File: config.mk
export PLATFORM = sky130hd
export DESIGN_NAME = smart_card_pin_control
export DESIGN_NICKNAME = d
export VERILOG_FILES = /design/src/card_pkg.sv /design/src/card_ctl_if.sv /design/src/smart_card_pin_control.sv /design/src/presence_detect.sv /design/src/clock_selector.sv
export SDC_FILE = /design/constraint.sdc
export NUM_CORES = 1
export LEC_CHECK = 0
export BUFFER_PORTS_ARGS = -buffer_cell sky130_fd_sc_hd__clkbuf_2
export CORE_ASPECT_RATIO = 0.7
export CORE_MARGIN = 2
export CORE_UTILIZATION = 25
export CTS_CLUSTER_DIAMETER = 200
export DETAILED_ROUTE_END_ITERATION = 6
export PLACE_DENSITY_LB_ADDON = 0.05
export SLEW_MARGIN = 20
export SYNTH_ARGS = -nofsm -noshare
export SYNTH_HDL_FRONTEND = slang
export SYNTH_SLANG_ARGS = --single-unit
File: constraint.sdc
create_clock -name clock -period 2.2 [get_ports clock]
set_input_delay 0.11 -clock clock [delete_from_list [all_inputs] [get_ports clock]]
set_output_delay 0.11 -clock clock [all_outputs]
set_load 0.05 [all_outputs]
File: src/card_pkg.sv
// Shared constants, state codes and helper functions of the card pin control.
// Assumes one 125 MHz clock; some figures below are used by more than one file.
package card_pkg;

	// ****************************************
	// Clock and timing
	// ****************************************
	localparam int CLOCK_MHZ      = 125;
	localparam int PD_STEP_NS     = 1000;
	// Least time per power-down step, rounded up to whole cycles
	localparam int PD_STEP_CYCLES = (PD_STEP_NS * CLOCK_MHZ + 999) / 1000;
	localparam int PD_CNT_W       = $clog2(PD_STEP_CYCLES + 1);
	localparam int GUARD_W        = 3;

	// ****************************************
	// Programming addresses and codes
	// ****************************************
	localparam logic [1:0] ADDR_CLOCK_DIV  = 2'h0;
	localparam logic [1:0] ADDR_CLOCK_PARK = 2'h1;
	localparam logic [1:0] ADDR_PRESENCE   = 2'h2;
	localparam logic [1:0] ADDR_STATUS_SEL = 2'h3;

	localparam logic [1:0] DIV_1 = 2'h0;
	localparam logic [1:0] DIV_2 = 2'h1;
	localparam logic [1:0] DIV_4 = 2'h2;
	localparam logic [1:0] DIV_8 = 2'h3;

	localparam logic [1:0] SEL_PRESENCE  = 2'h0;
	localparam logic [1:0] SEL_BATTERY   = 2'h1;
	localparam logic [1:0] SEL_CONVERTER = 2'h2;
	localparam logic [1:0] SEL_SUPPLY    = 2'h3;

	// Reset values
	localparam logic [1:0] DIV_RESET        = DIV_1;
	localparam logic [1:0] SEL_RESET        = SEL_PRESENCE;
	localparam logic       PRESENCE_NC_RST  = 1'b0;

	// ****************************************
	// Pin vector layout after synchronisation
	// ****************************************
	localparam int PIN_CS_N     = 0;
	localparam int PIN_PWR_REQ  = 1;
	localparam int PIN_PGM_N    = 2;
	localparam int PIN_ADDR0    = 3;
	localparam int PIN_ADDR1    = 4;
	localparam int PIN_HOST_RST = 5;
	localparam int PIN_HOST_SER = 6;
	localparam int PIN_CARD_SER = 7;
	localparam int PIN_SUP_LOW  = 8;
	localparam int PIN_OVERLOAD = 9;
	localparam int PIN_BAT_LOW  = 10;
	localparam int PIN_COUNT    = 11;

	typedef enum logic [2:0] {
		ST_OFF         = 3'b000,
		ST_ACTIVE      = 3'b001,
		ST_DROP_RESET  = 3'b010,
		ST_STOP_CLOCK  = 3'b011,
		ST_DROP_SERIAL = 3'b100
	} power_state_t;

	function automatic logic rose(input logic prev, input logic cur);
		return cur & ~prev;
	endfunction : rose

	function automatic logic fell(input logic prev, input logic cur);
		return prev & ~cur;
	endfunction : fell

endpackage : card_pkg

File: src/card_ctl_if.sv
// Settings and results passed between the control core and its two helpers.
// Assumes all three run on the same clock.
`timescale 1ns/1ps
interface card_ctl_if;
	logic       presence_nc;
	logic       insert_pulse;
	logic       present;
	logic [1:0] div_code;
	logic       park_en;
	logic       park_high;
	logic       clock_run;
	logic       card_clock;

	modport ctl (output presence_nc, div_code, park_en, park_high, clock_run,
		input insert_pulse, present, card_clock);
	modport presence (input presence_nc, output insert_pulse, present);
	modport selector (input div_code, park_en, park_high, clock_run, output card_clock);
endinterface : card_ctl_if

File: src/smart_card_pin_control.sv
// Card-side control of a smart card coupler: presence, reset, clock, serial path, faults.
// Assumes every host, card and monitor input is asynchronous; no register bus.
`timescale 1ns/1ps
module smart_card_pin_control
	import card_pkg::*;
(
	// Clock and reset
	input  wire logic clock,
	input  wire logic sys_rst,
	// Host control pins
	input  wire logic chip_select_n,
	input  wire logic power_request,
	input  wire logic program_select_n,
	input  wire logic program_addr_bit0,
	input  wire logic program_addr_bit1,
	input  wire logic host_reset_in,
	input  wire logic source_clock_in,
	// Host serial pin, open drain
	input  wire logic host_serial_i,
	output logic      host_serial_o,
	output logic      host_serial_oe,
	// Card connector
	input  wire logic card_presence_in,
	input  wire logic card_serial_line_i,
	output logic      card_serial_line_o,
	output logic      card_serial_line_oe,
	output logic      card_reset_out,
	output logic      card_clock_out,
	// Supply monitors
	input  wire logic card_supply_low_in,
	input  wire logic card_supply_overload_in,
	input  wire logic battery_low_in,
	// Status to host and converter
	output logic      interrupt_n_out,
	output logic      status_out,
	output logic      converter_enable_out,
	output logic      card_power_down_sequence
);
	card_ctl_if ctl ();

	logic [PIN_COUNT-1:0] pins_raw;
	logic [PIN_COUNT-1:0] pins_meta_q;
	logic [PIN_COUNT-1:0] pins_q;
	logic [PIN_COUNT-1:0] prev_q;

	power_state_t         state_q;
	power_state_t         state_d;
	logic [PD_CNT_W-1:0]  step_cnt_q;
	logic                 step_done;

	logic       presence_nc_q;
	logic [1:0] div_code_q;
	logic       park_en_q;
	logic       park_high_q;
	logic [1:0] status_sel_q;
	logic       overload_fault_q;
	logic       int_n_q;
	logic       serial_hold_q;
	logic       card_drive_q;
	logic       host_drive_q;
	logic [GUARD_W-1:0] card_hist_q;
	logic [GUARD_W-1:0] host_hist_q;
	logic       card_reset_q;
	logic       status_q;
	logic       pd_seq_q;
	logic       conv_en_q;

	logic cs_low;
	logic cs_rise;
	logic pwr_rise;
	logic pwr_fall;
	logic prog_strobe;
	logic bat_low;
	logic overload;
	logic io_powered;

	// Synchroniser reset matches the idle pin levels, so no false edge follows reset
	localparam logic [PIN_COUNT-1:0] PINS_IDLE = PIN_COUNT'((1 << PIN_CS_N) | (1 << PIN_PGM_N)
		| (1 << PIN_HOST_SER) | (1 << PIN_CARD_SER));

	// ****************************************
	// Input synchronisers
	// ****************************************
	assign pins_raw = {battery_low_in, card_supply_overload_in, card_supply_low_in,
		card_serial_line_i, host_serial_i, host_reset_in, program_addr_bit1,
		program_addr_bit0, program_select_n, power_request, chip_select_n};

	always_ff @(posedge clock) begin
		if (sys_rst) begin
			pins_meta_q <= PINS_IDLE;
			pins_q      <= PINS_IDLE;
			prev_q      <= PINS_IDLE;
		end else begin
			pins_meta_q <= pins_raw;
			pins_q      <= pins_meta_q;
			prev_q      <= pins_q;
		end
	end

	assign cs_low   = ~pins_q[PIN_CS_N];
	assign cs_rise  = rose(prev_q[PIN_CS_N], pins_q[PIN_CS_N]);
	assign bat_low  = pins_q[PIN_BAT_LOW];
	assign overload = pins_q[PIN_OVERLOAD];
	// Power request edges only count for power sequencing and fault clearing while chip select is low
	assign pwr_rise = cs_low & rose(prev_q[PIN_PWR_REQ], pins_q[PIN_PWR_REQ]);
	assign pwr_fall = cs_low & fell(prev_q[PIN_PWR_REQ], pins_q[PIN_PWR_REQ]);
	// prev_q still holds the levels seen while chip select was low
	assign prog_strobe = cs_rise & ~prev_q[PIN_PGM_N] & ~bat_low;

	// ****************************************
	// Programming registers
	// ****************************************
	always_ff @(posedge clock) begin
		if (sys_rst) begin
			presence_nc_q <= PRESENCE_NC_RST;
			div_code_q    <= DIV_RESET;
			park_en_q     <= 1'b0;
			park_high_q   <= 1'b0;
			status_sel_q  <= SEL_RESET;
		end else if (prog_strobe) begin
			case ({prev_q[PIN_ADDR1], prev_q[PIN_ADDR0]})
				ADDR_CLOCK_DIV: begin
					div_code_q <= {prev_q[PIN_HOST_RST], prev_q[PIN_HOST_SER]};
				end
				ADDR_CLOCK_PARK: begin
					park_en_q   <= prev_q[PIN_HOST_SER];
					park_high_q <= prev_q[PIN_HOST_RST];
				end
				ADDR_PRESENCE: begin
					presence_nc_q <= prev_q[PIN_HOST_SER];
				end
				default: begin
					status_sel_q <= {prev_q[PIN_HOST_RST], prev_q[PIN_HOST_SER]};
				end
			endcase
		end
	end

	// ****************************************
	// Card power sequencing
	// ****************************************
	assign step_done = (step_cnt_q == PD_CNT_W'(PD_STEP_CYCLES - 1));

	always_comb begin
		state_d = state_q;
		case (state_q)
			ST_OFF: begin
				if (pwr_rise && !bat_low && !overload) begin
					state_d = ST_ACTIVE;
				end
			end
			ST_ACTIVE: begin
				if (overload) begin
					state_d = ST_OFF;
				end else if (bat_low || pwr_fall) begin
					state_d = ST_DROP_RESET;
				end
			end
			ST_DROP_RESET:  state_d = step_done ? ST_STOP_CLOCK : ST_DROP_RESET;
			ST_STOP_CLOCK:  state_d = step_done ? ST_DROP_SERIAL : ST_STOP_CLOCK;
			ST_DROP_SERIAL: state_d = step_done ? ST_OFF : ST_DROP_SERIAL;
			default:        state_d = ST_OFF;
		endcase
		if (overload && state_q != ST_OFF) begin
			state_d = ST_OFF;
		end
	end

	always_ff @(posedge clock) begin
		if (sys_rst) begin
			state_q    <= ST_OFF;
			step_cnt_q <= '0;
		end else begin
			state_q    <= state_d;
			step_cnt_q <= (state_d != state_q || step_done) ? '0 : step_cnt_q + 1'b1;
		end
	end

	always_ff @(posedge clock) begin
		if (sys_rst) begin
			conv_en_q <= 1'b0;
			pd_seq_q  <= 1'b0;
		end else begin
			conv_en_q <= (state_d != ST_OFF);
			pd_seq_q  <= (state_d == ST_DROP_RESET) || (state_d == ST_STOP_CLOCK)
				|| (state_d == ST_DROP_SERIAL);
		end
	end

	// ****************************************
	// Card reset
	// ****************************************
	always_ff @(posedge clock) begin
		if (sys_rst || state_q != ST_ACTIVE) begin
			card_reset_q <= 1'b0;
		end else if (cs_low && pins_q[PIN_PGM_N] && pins_q[PIN_PWR_REQ]) begin
			card_reset_q <= pins_q[PIN_HOST_RST];
		end
	end

	// ****************************************
	// Serial path
	// ****************************************
	// Both ends are open drain; our own drive echoes back through the
	// synchroniser, so the history guard stops the two sides locking low.
	assign io_powered = (state_q == ST_ACTIVE) || (state_q == ST_DROP_RESET)
		|| (state_q == ST_STOP_CLOCK);

	always_ff @(posedge clock) begin
		if (sys_rst) begin
			serial_hold_q <= 1'b1;
		end else if (cs_low) begin
			serial_hold_q <= pins_q[PIN_HOST_SER];
		end
	end

	always_ff @(posedge clock) begin
		if (sys_rst) begin
			card_drive_q <= 1'b0;
			host_drive_q <= 1'b0;
			card_hist_q  <= '0;
			host_hist_q  <= '0;
		end else begin
			card_hist_q <= {card_hist_q[GUARD_W-2:0], card_drive_q};
			host_hist_q <= {host_hist_q[GUARD_W-2:0], host_drive_q};
			if (state_q == ST_DROP_SERIAL) begin
				card_drive_q <= 1'b1;
				host_drive_q <= 1'b0;
			end else if (!io_powered) begin
				card_drive_q <= 1'b0;
				host_drive_q <= 1'b0;
			end else if (cs_low) begin
				card_drive_q <= ~pins_q[PIN_HOST_SER] & ~host_drive_q & ~|host_hist_q;
				host_drive_q <= ~pins_q[PIN_CARD_SER] & ~card_drive_q & ~|card_hist_q;
			end else begin
				card_drive_q <= ~serial_hold_q;
				host_drive_q <= 1'b0;
			end
		end
	end

	// ****************************************
	// Faults, interrupt and status
	// ****************************************
	always_ff @(posedge clock) begin
		if (sys_rst) begin
			overload_fault_q <= 1'b0;
		end else if (overload && state_q != ST_OFF) begin
			overload_fault_q <= 1'b1;
		end else if (pwr_rise) begin
			overload_fault_q <= 1'b0;
		end
	end

	// A new event in the clearing cycle keeps the interrupt asserted
	always_ff @(posedge clock) begin
		if (sys_rst) begin
			int_n_q <= 1'b1;
		end else if (ctl.insert_pulse || (overload && state_q != ST_OFF)
			|| rose(prev_q[PIN_SUP_LOW], pins_q[PIN_SUP_LOW])
			|| rose(prev_q[PIN_BAT_LOW], bat_low)) begin
			int_n_q <= 1'b0;
		end else if (cs_rise || rose(prev_q[PIN_PWR_REQ], pins_q[PIN_PWR_REQ])) begin
			int_n_q <= 1'b1;
		end
	end

	always_ff @(posedge clock) begin
		if (sys_rst) begin
			status_q <= 1'b0;
		end else if (bat_low) begin
			status_q <= 1'b0;
		end else begin
			case (status_sel_q)
				SEL_PRESENCE:  status_q <= ctl.present;
				SEL_BATTERY:   status_q <= 1'b1;
				SEL_CONVERTER: status_q <= conv_en_q & ~overload_fault_q;
				SEL_SUPPLY:    status_q <= ~pins_q[PIN_SUP_LOW];
				default:       status_q <= 1'b0;
			endcase
		end
	end

	// ****************************************
	// Helpers and outputs
	// ****************************************
	assign ctl.presence_nc = presence_nc_q;
	assign ctl.div_code    = div_code_q;
	assign ctl.park_en     = park_en_q;
	assign ctl.park_high   = park_high_q;
	assign ctl.clock_run   = (state_q == ST_ACTIVE) || (state_q == ST_DROP_RESET);

	presence_detect u_presence (
		.clock            (clock),
		.sys_rst          (sys_rst),
		.card_presence_in (card_presence_in),
		.ctl              (ctl.presence)
	);

	clock_selector u_selector (
		.clock           (clock),
		.sys_rst         (sys_rst),
		.source_clock_in (source_clock_in),
		.ctl             (ctl.selector)
	);

	assign card_reset_out           = card_reset_q;
	assign card_clock_out           = ctl.card_clock;
	assign card_serial_line_o       = 1'b0;
	assign card_serial_line_oe      = card_drive_q;
	assign host_serial_o            = 1'b0;
	assign host_serial_oe           = host_drive_q;
	assign interrupt_n_out          = int_n_q;
	assign status_out               = status_q;
	assign converter_enable_out     = conv_en_q;
	assign card_power_down_sequence = pd_seq_q;

	reset_gate_a: assert property (@(posedge clock) disable iff (sys_rst)
		(state_q == ST_ACTIVE && cs_low && pins_q[PIN_PGM_N] && pins_q[PIN_PWR_REQ]
			&& state_d == ST_ACTIVE) |=> card_reset_out == $past(pins_q[PIN_HOST_RST]))
		else $error("card reset did not follow host reset");

	reset_idle_a: assert property (@(posedge clock) disable iff (sys_rst)
		(state_q != ST_ACTIVE) |=> !card_reset_out)
		else $error("card reset high while deactivated");

	overload_off_a: assert property (@(posedge clock) disable iff (sys_rst)
		(overload && state_q != ST_OFF) |=> (!converter_enable_out && !interrupt_n_out))
		else $error("overload did not stop converter and raise interrupt");

	battery_down_a: assert property (@(posedge clock) disable iff (sys_rst)
		(bat_low && state_q == ST_ACTIVE && !overload) |=> card_power_down_sequence && !status_out
			##1 (card_power_down_sequence && !status_out) [*2])
		else $error("low battery did not start power-down");

	int_release_a: assert property (@(posedge clock) disable iff (sys_rst)
		(cs_rise && !ctl.insert_pulse && !overload && !rose(prev_q[PIN_SUP_LOW],
			pins_q[PIN_SUP_LOW]) && !rose(prev_q[PIN_BAT_LOW], bat_low)) |=> interrupt_n_out)
		else $error("interrupt not released on chip select rise");

	prog_ignore_a: assert property (@(posedge clock) disable iff (sys_rst)
		!cs_rise |=> $stable(div_code_q) && $stable(presence_nc_q))
		else $error("programming changed outside chip select edge");

	serial_hold_a: assert property (@(posedge clock) disable iff (sys_rst)
		!cs_low |=> $stable(serial_hold_q))
		else $error("held serial level changed with chip select high");

	undervolt_only_a: assert property (@(posedge clock) disable iff (sys_rst)
		(pins_q[PIN_SUP_LOW] && !overload && !bat_low && !pwr_fall && state_q == ST_ACTIVE)
			|=> state_q == ST_ACTIVE)
		else $error("undervoltage changed power state");
endmodule : smart_card_pin_control

File: src/presence_detect.sv
// Card presence switch: synchroniser, polarity and insertion edge.
// Assumes the presence pin is asynchronous and held by a weak pull-up outside.
`timescale 1ns/1ps
module presence_detect
	import card_pkg::*;
(
	// Clock and reset
	input  wire logic clock,
	input  wire logic sys_rst,
	// Pin and control
	input  wire logic card_presence_in,
	card_ctl_if.presence ctl
);
	logic meta_q;
	logic level_q;
	logic prev_q;
	logic pulse_q;
	logic present_q;

	always_ff @(posedge clock) begin
		if (sys_rst) begin
			meta_q  <= 1'b1;
			level_q <= 1'b1;
			prev_q  <= 1'b1;
		end else begin
			meta_q  <= card_presence_in;
			level_q <= meta_q;
			prev_q  <= level_q;
		end
	end

	// Open switch idles high, so insertion falls; closed switch rises
	always_ff @(posedge clock) begin
		if (sys_rst) begin
			pulse_q   <= 1'b0;
			present_q <= 1'b0;
		end else begin
			pulse_q   <= ctl.presence_nc ? rose(prev_q, level_q) : fell(prev_q, level_q);
			present_q <= ctl.presence_nc ? level_q : ~level_q;
		end
	end

	assign ctl.insert_pulse = pulse_q;
	assign ctl.present      = present_q;

	single_insert_a: assert property (@(posedge clock) disable iff (sys_rst)
		pulse_q |=> !pulse_q)
		else $error("insertion pulse lasted more than one cycle");

	open_polarity_a: assert property (@(posedge clock) disable iff (sys_rst)
		(!ctl.presence_nc && $past(!ctl.presence_nc) && fell(prev_q, level_q)) |=> pulse_q)
		else $error("falling presence edge missed in open switch mode");
endmodule : presence_detect

File: src/clock_selector.sv
// Card clock selector: source clock undivided or divided by 2, 4 or 8, with park levels.
// Assumes the source clock is slower than a quarter of the system clock.
`timescale 1ns/1ps
module clock_selector
	import card_pkg::*;
(
	// Clock and reset
	input  wire logic clock,
	input  wire logic sys_rst,
	// Source clock pin
	input  wire logic source_clock_in,
	card_ctl_if.selector ctl
);
	logic       meta_q;
	logic       src_q;
	logic       src_prev_q;
	logic [1:0] edge_cnt_q;
	logic       div_q;
	logic       out_q;
	logic [1:0] mask;

	always_ff @(posedge clock) begin
		if (sys_rst) begin
			meta_q     <= 1'b0;
			src_q      <= 1'b0;
			src_prev_q <= 1'b0;
		end else begin
			meta_q     <= source_clock_in;
			src_q      <= meta_q;
			src_prev_q <= src_q;
		end
	end

	always_comb begin
		case (ctl.div_code)
			DIV_4:   mask = 2'h1;
			DIV_8:   mask = 2'h3;
			default: mask = 2'h0;
		endcase
	end

	// Divided clock toggles every 1, 2 or 4 source rising edges
	always_ff @(posedge clock) begin
		if (sys_rst || !ctl.clock_run) begin
			edge_cnt_q <= 2'h0;
			div_q      <= 1'b0;
		end else if (rose(src_prev_q, src_q)) begin
			edge_cnt_q <= ((edge_cnt_q & mask) == mask) ? 2'h0 : edge_cnt_q + 2'h1;
			if ((edge_cnt_q & mask) == mask) begin
				div_q <= ~div_q;
			end
		end
	end

	always_ff @(posedge clock) begin
		if (sys_rst || !ctl.clock_run) begin
			out_q <= 1'b0;
		end else if (ctl.park_en) begin
			out_q <= ctl.park_high;
		end else begin
			out_q <= (ctl.div_code == DIV_1) ? src_q : div_q;
		end
	end

	assign ctl.card_clock = out_q;

	park_level_a: assert property (@(posedge clock) disable iff (sys_rst)
		(ctl.clock_run && ctl.park_en) [*2] |-> out_q == $past(ctl.park_high))
		else $error("parked card clock at wrong level");

	half_rate_a: assert property (@(posedge clock) disable iff (sys_rst)
		(ctl.clock_run && !ctl.park_en && ctl.div_code == DIV_2 && $stable(ctl.div_code)
			&& rose(src_prev_q, src_q)) |=> div_q != $past(div_q))
		else $error("divide by two missed a toggle");
endmodule : clock_selector

==> results of run 1 <==
## cell usage in the layout (no fill, tap or decap), types with 6 or more instances in the layout
master / count
dfxtp_1: 75
nor2_1: 36
nor2b_1: 30
clkbuf_2: 22
or2_2: 16
dlygate4sd3_1: 13
a21oi_1: 12
nand2_1: 12
inv_1: 10
nor3_1: 9
clkbuf_16: 9
mux2i_1: 7
xor2_1: 6
## sequential cells by signal, indices dropped and copies added, names as in the netlist, 2 cells and up
name / flops
step_cnt_q: 7
state_q: 3
host_hist_q: 3
prev_q: 9
pins_meta_q: 11
card_hist_q: 3
u_selector.edge_cnt_q: 2
status_sel_q: 2
pins_q: 11
ctl.div_code: 2
## worst paths after layout
path,start,endpoint,slack [ns],cells after the start
max,pins_q[1]$_SDFF_PP0_,converter_enable_out$_SDFF_PP0_,0.29,5
min,sys_rst,overload_fault_q$_SDFFE_PP0P_,0.23,2
max reg2reg,pins_q[1]$_SDFF_PP0_,converter_enable_out$_SDFF_PP0_,0.29,5
min reg2reg,pins_meta_q[6]$_SDFF_PP1_,pins_q[6]$_SDFF_PP1_,0.41,1
## final cells by class
class / instances / area, um^2 / share of cell area (%)
tap: 132 / 165.2 / 4.940
multi-input combinational: 178 / 1065 / 31.85
inverter: 10 / 37.54 / 1.123
sequential: 75 / 1501 / 44.91
timing repair buffer: 39 / 282.8 / 8.458
clock buffer: 9 / 225.2 / 6.737
clock inverter: 6 / 66.31 / 1.984
## cells by family (layout without fill, tap and decap cells)
logic type      count (synthesis)  count (layout)
other cells                     1               2
flops                          75              75
simple gates                  126             126
compound gates                 32              32
mux                             8               8
fa+ha+maj                       2               2
xor+xnor                        8               8
buf+inv                        24              64
## power by group
part / internal [mW] / total [mW] / switching [mW] / leakage [nW]
combinational: 0.0649 / 0.130 / 0.0648 / 0.563
sequential: 1.40 / 1.42 / 0.0258 / 0.612
clock: 0.874 / 1.44 / 0.562 / 0.146
## metal layers
metal  share of wire [%]  up-vias  global-route usage [%]  wire length (um)
met5                   0        -                       0                 0
met4                 2.2        0                   4.670               119
met3                 4.6       12                   4.502               243
met2                  36       27                   12.48              1923
met1                  57      805                   15.25              3018
li1                    -      987                       -                 -
## metrics by stage
step	worst slack [ns]	cell area [um^2]	util, %	instances
floorplan	0.3673	2671	-	277
global placement	0.3607	2922	28.21	421
detailed placement	0.3109	2922	28.21	421
CTS	0.2869	3343	32.28	449
global route	0.1772	3343	32.28	449
finish	0.2921	3343	32.28	449
==> impl_metrics.toml, run 1 <==
[timing]
slew_headroom_pct = 64.76
max_clock_freq_mhz = 524.1
setup_violations = 0
worst_pin_slew_ns = 0.5152
fin_skew_ns = 0.005835
whs_ns = 0.2326
fin_tns_setup_ns = 0
slew_violations = 0
hold_viol_final = 0
fin_crit_sh_pct = 86.72
rsz0062_at_grt = "false"
period_minus_slack_ns = 1.908

[power]
power.leakage_nw = 1.321
power.density_nw_per_um2 = 893.3
total_power_mw = 2.987
vdd.ir_drop.worst_uv = 313.5

[global_routing]
grt_overflow = 0
first_global_vias = 1742
grt_max_degree = 48
grt_pass1_wl_mm = 8.942
grtUsageTotal_pct = 10.33
antenna_found_initial = 0

[critical_path]
cp.required_ns = 2.48
crit_buf_inv = 0
start_kind = "flip-flop"
path_class = "reg2reg"
end_kind = "flip-flop"
arrival_ns = 2.19
cp_slowest_cell = "or3b_4"
crit_fanout = 4
cpPeakStageDelay_ns = 0.41
worstPathCellList = "or3b_4 -> or4_1 -> a211o_1 -> a211oi_2 -> or2_1"
cpLargestDelayFamily = "simple AND/OR/NAND/NOR gates"

[cts]
cts_sinks = 75
root_buffer = "clkbuf_16"
tritoncts = "built"
cts_max_level = 3
clk_pin_slew_worst_paths_ns = 0.06
cts.path.max_buffers = 2
clock_latency_ns = 0.33
cts_resized = 0
post-cts-setup-buffer-count = 0
cts_made_buffers = 9
cts_hold_buf = 13

[finish]
nets = 330
n_antenna_cell = 0
syn2layout_area_growth_pct = 25.33
drive_gt1_share_pct = 19.87
fill_cells = 1076

[yosys]
yosysWarnings = 0
ys.flop_type = "dfxtp_1"
yosysMostFrequentCell = "dfxtp_1"
synth_compound_area_share_pct = 7.880
ys_ff_latch = 75
synth_xor_area_share_pct = 2.627
yosysSeqAreaShare_pct = 56.29
yosysTopAreaCell = "dfxtp_1"
synth_fa_ha_area_share_pct = 0.9381
syn_area_per_cell_um2 = 9.665
synth_cell_type_count = 45
synth_commonest_cells = "dfxtp_1, nor2_1, nor2b_1"
synth_edf_count = 0
synth_cells = 276
synthTopCellsByArea = "dfxtp_1, nor2b_1, nor2_1"
async_flop_share_pct = 0
synth-simple-area-share_pct = 25.14
synth_mux_area_share_pct = 3.049
netlist.area_leader.share_pct = 56.29
synth_top_family_by_area = "simple AND/OR/NAND/NOR gates"
netlist_area_um2 = 2668

[routing]
vias = 1831
drtPass1Iterations = 4
wirelength_mm = 5.305
ant_nets = 0
wl_per_cell_um = 11.82
viasPerCell = 4.078
drt_iter0_drc = 60
drc = 0

[floorplanning]
fp.dieW_um = 127.5
rows = 31
io_pins = 25
initial_core_util_pct = 25.76
die_area_um2 = 11530
die_h_um = 90.43
coreArea_um2 = 10360

[placement]
port_buffers = 22
hpwl_mm = 3.590
gp_congestion = 0.7145

[run_status]
status = "complete, no violations"

[run]
drv_cap = 0

[hold_path]
hold_path_class = "in2reg"
No activity file was read; power rests on OpenSTA's default activity.
==> run 2, diff against run 1 <==
Settings changed: CORE_UTILIZATION 25 to 57.
==> run 2 against run 1 <==
- the run now ends with design-rule violations left
- count of clock-buffer cells in the layout rose by 2
- global-route usage rose by 9.1 points
- worst hold slack got worse by 0.080 ns
- combinational power fell by 4%
- clock power fell by 26%
- total power fell by 12%
- routed wire length fell by 15%
- non-clock buffer count fell by 1
- worst setup slack got worse by 0.030 ns
- die area fell by 54%
- critical path depth did not move
- flip-flop and latch count did not move
- critical path type unchanged
- largest cell class unchanged
==> impl_metrics.toml, run 2 (synthesized netlist as in run 1, its figures left out) <==
[global_routing]
use_met3_pct = 8.713
grt_overflow = 0
grt_pass1_wl_mm = 7.521
first_global_vias = 1584
busiest_layer = "met1"
grtUsageMet2_pct = 26.79
grtUsageTotal_pct = 19.45
antenna_found_initial = 0
grtUsageMet1_pct = 27.65
grt_max_degree = 29

[finish]
nets = 329
layout_common_cells = "dfxtp_1, nor2_1, nor2b_1"
fill_cells = 334
largestRegisters = "pins_meta_q x11, pins_q x11, prev_q x9"
drive_gt1_share_pct = 19.87
syn2layout_area_growth_pct = 17.96
n_antenna_cell = 0
layout_commonest_cell = "dfxtp_1"

[power]
power.leakage_nw = 1.272
clock_power_share_pct = 41.0
internal_power_mw = 2.045
pwr-share-comb_pct = 4.8
netSwitchingFraction_pct = 21.87
vdd.ir_drop.worst_uv = 472.1
power.density_nw_per_um2 = 831.8
p_sw_mw = 0.5723
seq_power_share_pct = 54.2

[placement]
port_buffers = 22
gp_congestion = 0.7944
hpwl_mm = 2.936

[timing]
slew_violations = 0
fin_crit_sh_pct = 88.07
max_clock_freq_mhz = 516.1
whs_ns = 0.1527
rsz0062_at_grt = "false"
fin_skew_ns = 0.007079
fin_tns_setup_ns = 0
period_minus_slack_ns = 1.937
hold_viol_final = 0
setup_violations = 0

[run]
drv_cap = 0

[critical_path]
crit_buf_inv = 0
end_kind = "flip-flop"
cpPeakStageDelay_ns = 0.44
crit_fanout = 10
path_class = "reg2reg"
cp_slowest_cell = "or3b_4"
cp.required_ns = 2.48
start_kind = "flip-flop"
cpLargestDelayFamily = "simple AND/OR/NAND/NOR gates"
worstPathCellList = "or3b_4 -> or4_1 -> a211o_1 -> a211oi_2 -> or2_1"
arrival_ns = 2.22

[routing]
vias = 1832
viasPerCell = 4.925
ant_nets = 0
drc = 3
wirelength_mm = 4.507
drtPass1Iterations = 7
wl_per_cell_um = 12.12
drt_iter0_drc = 185

[cts]
clock_latency_ns = 0.34
cts.path.max_buffers = 2
cts_max_level = 3
cts_resized = 0
cts_sinks = 75
root_buffer = "clkbuf_8"
clk_pin_slew_worst_paths_ns = 0.08
tritoncts = "built"
cts_made_buffers = 9
post-cts-setup-buffer-count = 0

[floorplanning]
rows = 20
initial_core_util_pct = 60.23
io_pins = 25
die_h_um = 61.24
die_area_um2 = 5252
coreArea_um2 = 4429
fp.dieW_um = 85.77

[run_status]
violations = "design-rule violations"
status = "finished, violations left"

[hold_path]
hold_path_class = "in2reg"
run 2: cell type report:
cell class	instances	area, um^2	share of cell area (%)
tap	55	68.82	2.187
clock buffer	11	151.4	4.811
inverter	10	37.54	1.193
timing repair buffer	38	262.8	8.350
multi-input combinational	178	1065	33.84
clock inverter	5	60.06	1.909
sequential	75	1501	47.71
run 2: metal layers:
layer | share of wire, % | vias to the layer above
met5 | 0 | -
met4 | 0.55 | 0
met3 | 5.7 | 2
met2 | 39 | 46
met1 | 55 | 804
li1 | - | 980
run 2: final timing paths:
check                                                       end  cells past startpoint  slack (ns)                 startpoint
worst max register to register  converter_enable_out$_SDFF_PP0_                      5        0.26       pins_q[0]$_SDFF_PP1_
worst min register to register             pins_q[6]$_SDFF_PP1_                      1        0.41  pins_meta_q[6]$_SDFF_PP1_
worst min-delay path              overload_fault_q$_SDFFE_PP0P_                      2        0.15                    sys_rst
worst max-delay path            converter_enable_out$_SDFF_PP0_                      5        0.26       pins_q[0]$_SDFF_PP1_
run 2: power groups by stage:
stage / clock, mW / sequential (mW) / combinational [mW]
floorplan: 0 / 1.45 / 0.0797
global placement: 0 / 1.45 / 0.105
detailed placement: 0 / 1.45 / 0.107
CTS: 1.10 / 1.42 / 0.125
global route: 1.17 / 1.42 / 0.140
finish: 1.07 / 1.42 / 0.125
run 2: what timing repair did:
item | 4_1_cts | 5_1_grt
hold buffers | 13 | 0
endpoints found under the setup margin | 0 | 0
hold endpoints to repair | 13 | 0
run 2: stage by stage:
| stage | worst slack, ns | cell area (um^2) | instances | util (%) | power (mW) |
|---|---|---|---|---|---|
| global route | 0.1938 | 3147 | 372 | 71.05 | 2.732 |
| finish | 0.2625 | 3147 | 372 | 71.05 | 2.618 |
| detailed placement | 0.2877 | 2805 | 343 | 63.33 | 1.556 |
| floorplan | 0.3673 | 2671 | 277 | - | 1.526 |
| CTS | 0.2560 | 3147 | 372 | 71.05 | 2.645 |
| global placement | 0.3265 | 2805 | 343 | 63.33 | 1.553 |
==> run 3, diff against run 2 <==
Clock period 2.2 ns to 2.1 ns, I/O delays scaled along.
==> run 3 against run 2 <==
- the flow still finishes with violations (design-rule violations)
- die area did not move
- clock skew rose by 0.0036 ns
- combinational power rose by 5%
- clock power rose by 25%
- register-to-register slack got worse by 0.12 ns
- first-iteration DRC count fell by 29%
- worst setup slack got worse by 0.12 ns
- critical path depth did not move
- largest power group unchanged
- via count fell by 0.33%
- global-route usage fell by 0.077 points
- maximum frequency fell by 1.1%
==> impl_metrics.toml, run 3 (synthesized netlist as in run 1, its figures left out) <==
[timing]
hold_viol_final = 0
period_minus_slack_ns = 1.960
setup_slack_ns = 0.1400
fin_skew_ns = 0.01068
fin_crit_sh_pct = 93.33
max_clock_freq_mhz = 510.2
fin_tns_setup_ns = 0
rsz0062_at_grt = "false"
slew_violations = 0
setup_violations = 0

[finish]
multi_input_area_um2 = 1065
layout_commonest_cell = "dfxtp_1"
drive_gt1_share_pct = 19.87
layout_common_cells = "dfxtp_1, nor2_1, nor2b_1"
largestRegisters = "pins_meta_q x11, pins_q x11, prev_q x9"
fill_cells = 337
n_antenna_cell = 0
nets = 329
fin_area_um2 = 3183
syn2layout_area_growth_pct = 19.32
seqCellArea_um2 = 1501

[cts]
root_buffer = "clkbuf_8"
cts_sinks = 75
clock_latency_ns = 0.35
clk_pin_slew_worst_paths_ns = 0.08
cts.path.max_buffers = 2
post-cts-setup-buffer-count = 0
tritoncts = "built"
cts_max_level = 3
cts_made_buffers = 9

[floorplanning]
rows = 20
die_h_um = 61.24
initial_core_util_pct = 60.23
io_pins = 25
fp.dieW_um = 85.77
coreArea_um2 = 4429
die_area_um2 = 5252

[critical_path]
crit_fanout = 10
rr_endpoint = "converter_enable_out$_SDFF_PP0_"
end_kind = "flip-flop"
r2r_start = "pins_q[0]$_SDFF_PP1_"
rr_worst_depth = 5
cp.depth = 5
startpoint = "pins_q[0]$_SDFF_PP1_"
cp-endpoint = "converter_enable_out$_SDFF_PP0_"
cpLargestDelayFamily = "simple AND/OR/NAND/NOR gates"
cp_slowest_cell = "or3b_4"
start_kind = "flip-flop"
arrival_ns = 2.25
crit_buf_inv = 0
cpPeakStageDelay_ns = 0.44
cp.required_ns = 2.39
ff2ff_setup_slack_ns = 0.14
worstPathCellList = "or3b_4 -> or4_1 -> a211o_1 -> a211oi_2 -> or2_1"
path_class = "reg2reg"

[power]
power.density_nw_per_um2 = 928.3
power.leakage_nw = 1.292
total_power_mw = 2.955
vdd.ir_drop.worst_uv = 544.4

[global_routing]
antenna_found_initial = 0
grt_pass1_wl_mm = 7.417
grt_max_degree = 29
grtUsageTotal_pct = 19.38
first_global_vias = 1543
grt_overflow = 0

[routing]
vias = 1826
ant_nets = 0
drtPass1Iterations = 7
drc = 4
drt_iter0_drc = 132
wl_per_cell_um = 12.14
viasPerCell = 4.909
wirelength_mm = 4.515

[run]
drv_cap = 0

[run_status]
violations = "design-rule violations"
status = "finished, violations left"

[placement]
pre_cts_ws_ns = 0.1757
hpwl_mm = 2.915
port_buffers = 22
placed_cell_area_um2 = 2805
gp_congestion = 0.7943

[hold_path]
hold_path_class = "in2reg"
run 3: worst register-to-register path: cells and delay by family, from the launching register on:
kind	cells	cell delay (ns)
AO/OA/AOI/OAI	2	0.52
flip-flops	1	0.41
AND/OR/NAND/NOR	3	0.98
run 3: worst min-delay path by stage:
stage	endpoint	from	slack, ns	cells after the start
CTS	overload_fault_q$_SDFFE_PP0P_	sys_rst	0.13	2
finish	overload_fault_q$_SDFFE_PP0P_	sys_rst	0.14	2
floorplan	pins_meta_q[0]$_SDFF_PP1_	chip_select_n	0.21	1
global placement	pins_meta_q[0]$_SDFF_PP1_	chip_select_n	0.29	2
detailed placement	pins_meta_q[7]$_SDFF_PP1_	card_serial_line_i	0.29	2
global route	overload_fault_q$_SDFFE_PP0P_	sys_rst	0.16	2
run 3: cell type report:
cell class	count	area share, %
sequential	75	47.17
clock buffer	9	3.892
multi-input combinational	178	33.45
timing repair buffer	38	8.255
clock inverter	7	3.892
tap	55	2.162
inverter	10	1.179
run 3: per-stage QoR:
step	hold WS [ns]	util, %	cells
after floorplan	0.2088	-	277
after global placement	0.2870	63.33	343
after detailed placement	0.2908	63.33	343
after CTS	0.1282	71.86	372
after global routing	0.1634	71.86	372
final	0.1351	71.86	372
run 3: power by group:
group          total (mW)  internal (mW)  switching [mW]
logic               0.131         0.0657          0.0650
clock network        1.34          0.801           0.538
registers            1.49           1.46          0.0265
run 3: metal layers:
layer | global-route usage [%] | routed length (um)
met3 | 8.311 | 273
met4 | 6.803 | 25
met5 | 0 | 0
met2 | 25.11 | 1746
met1 | 28.55 | 2469
run 3: repair_timing:
action,in CTS,in global routing
hold buffers,13,0
gates resized for setup,0,0
endpoints found under the hold margin,13,0
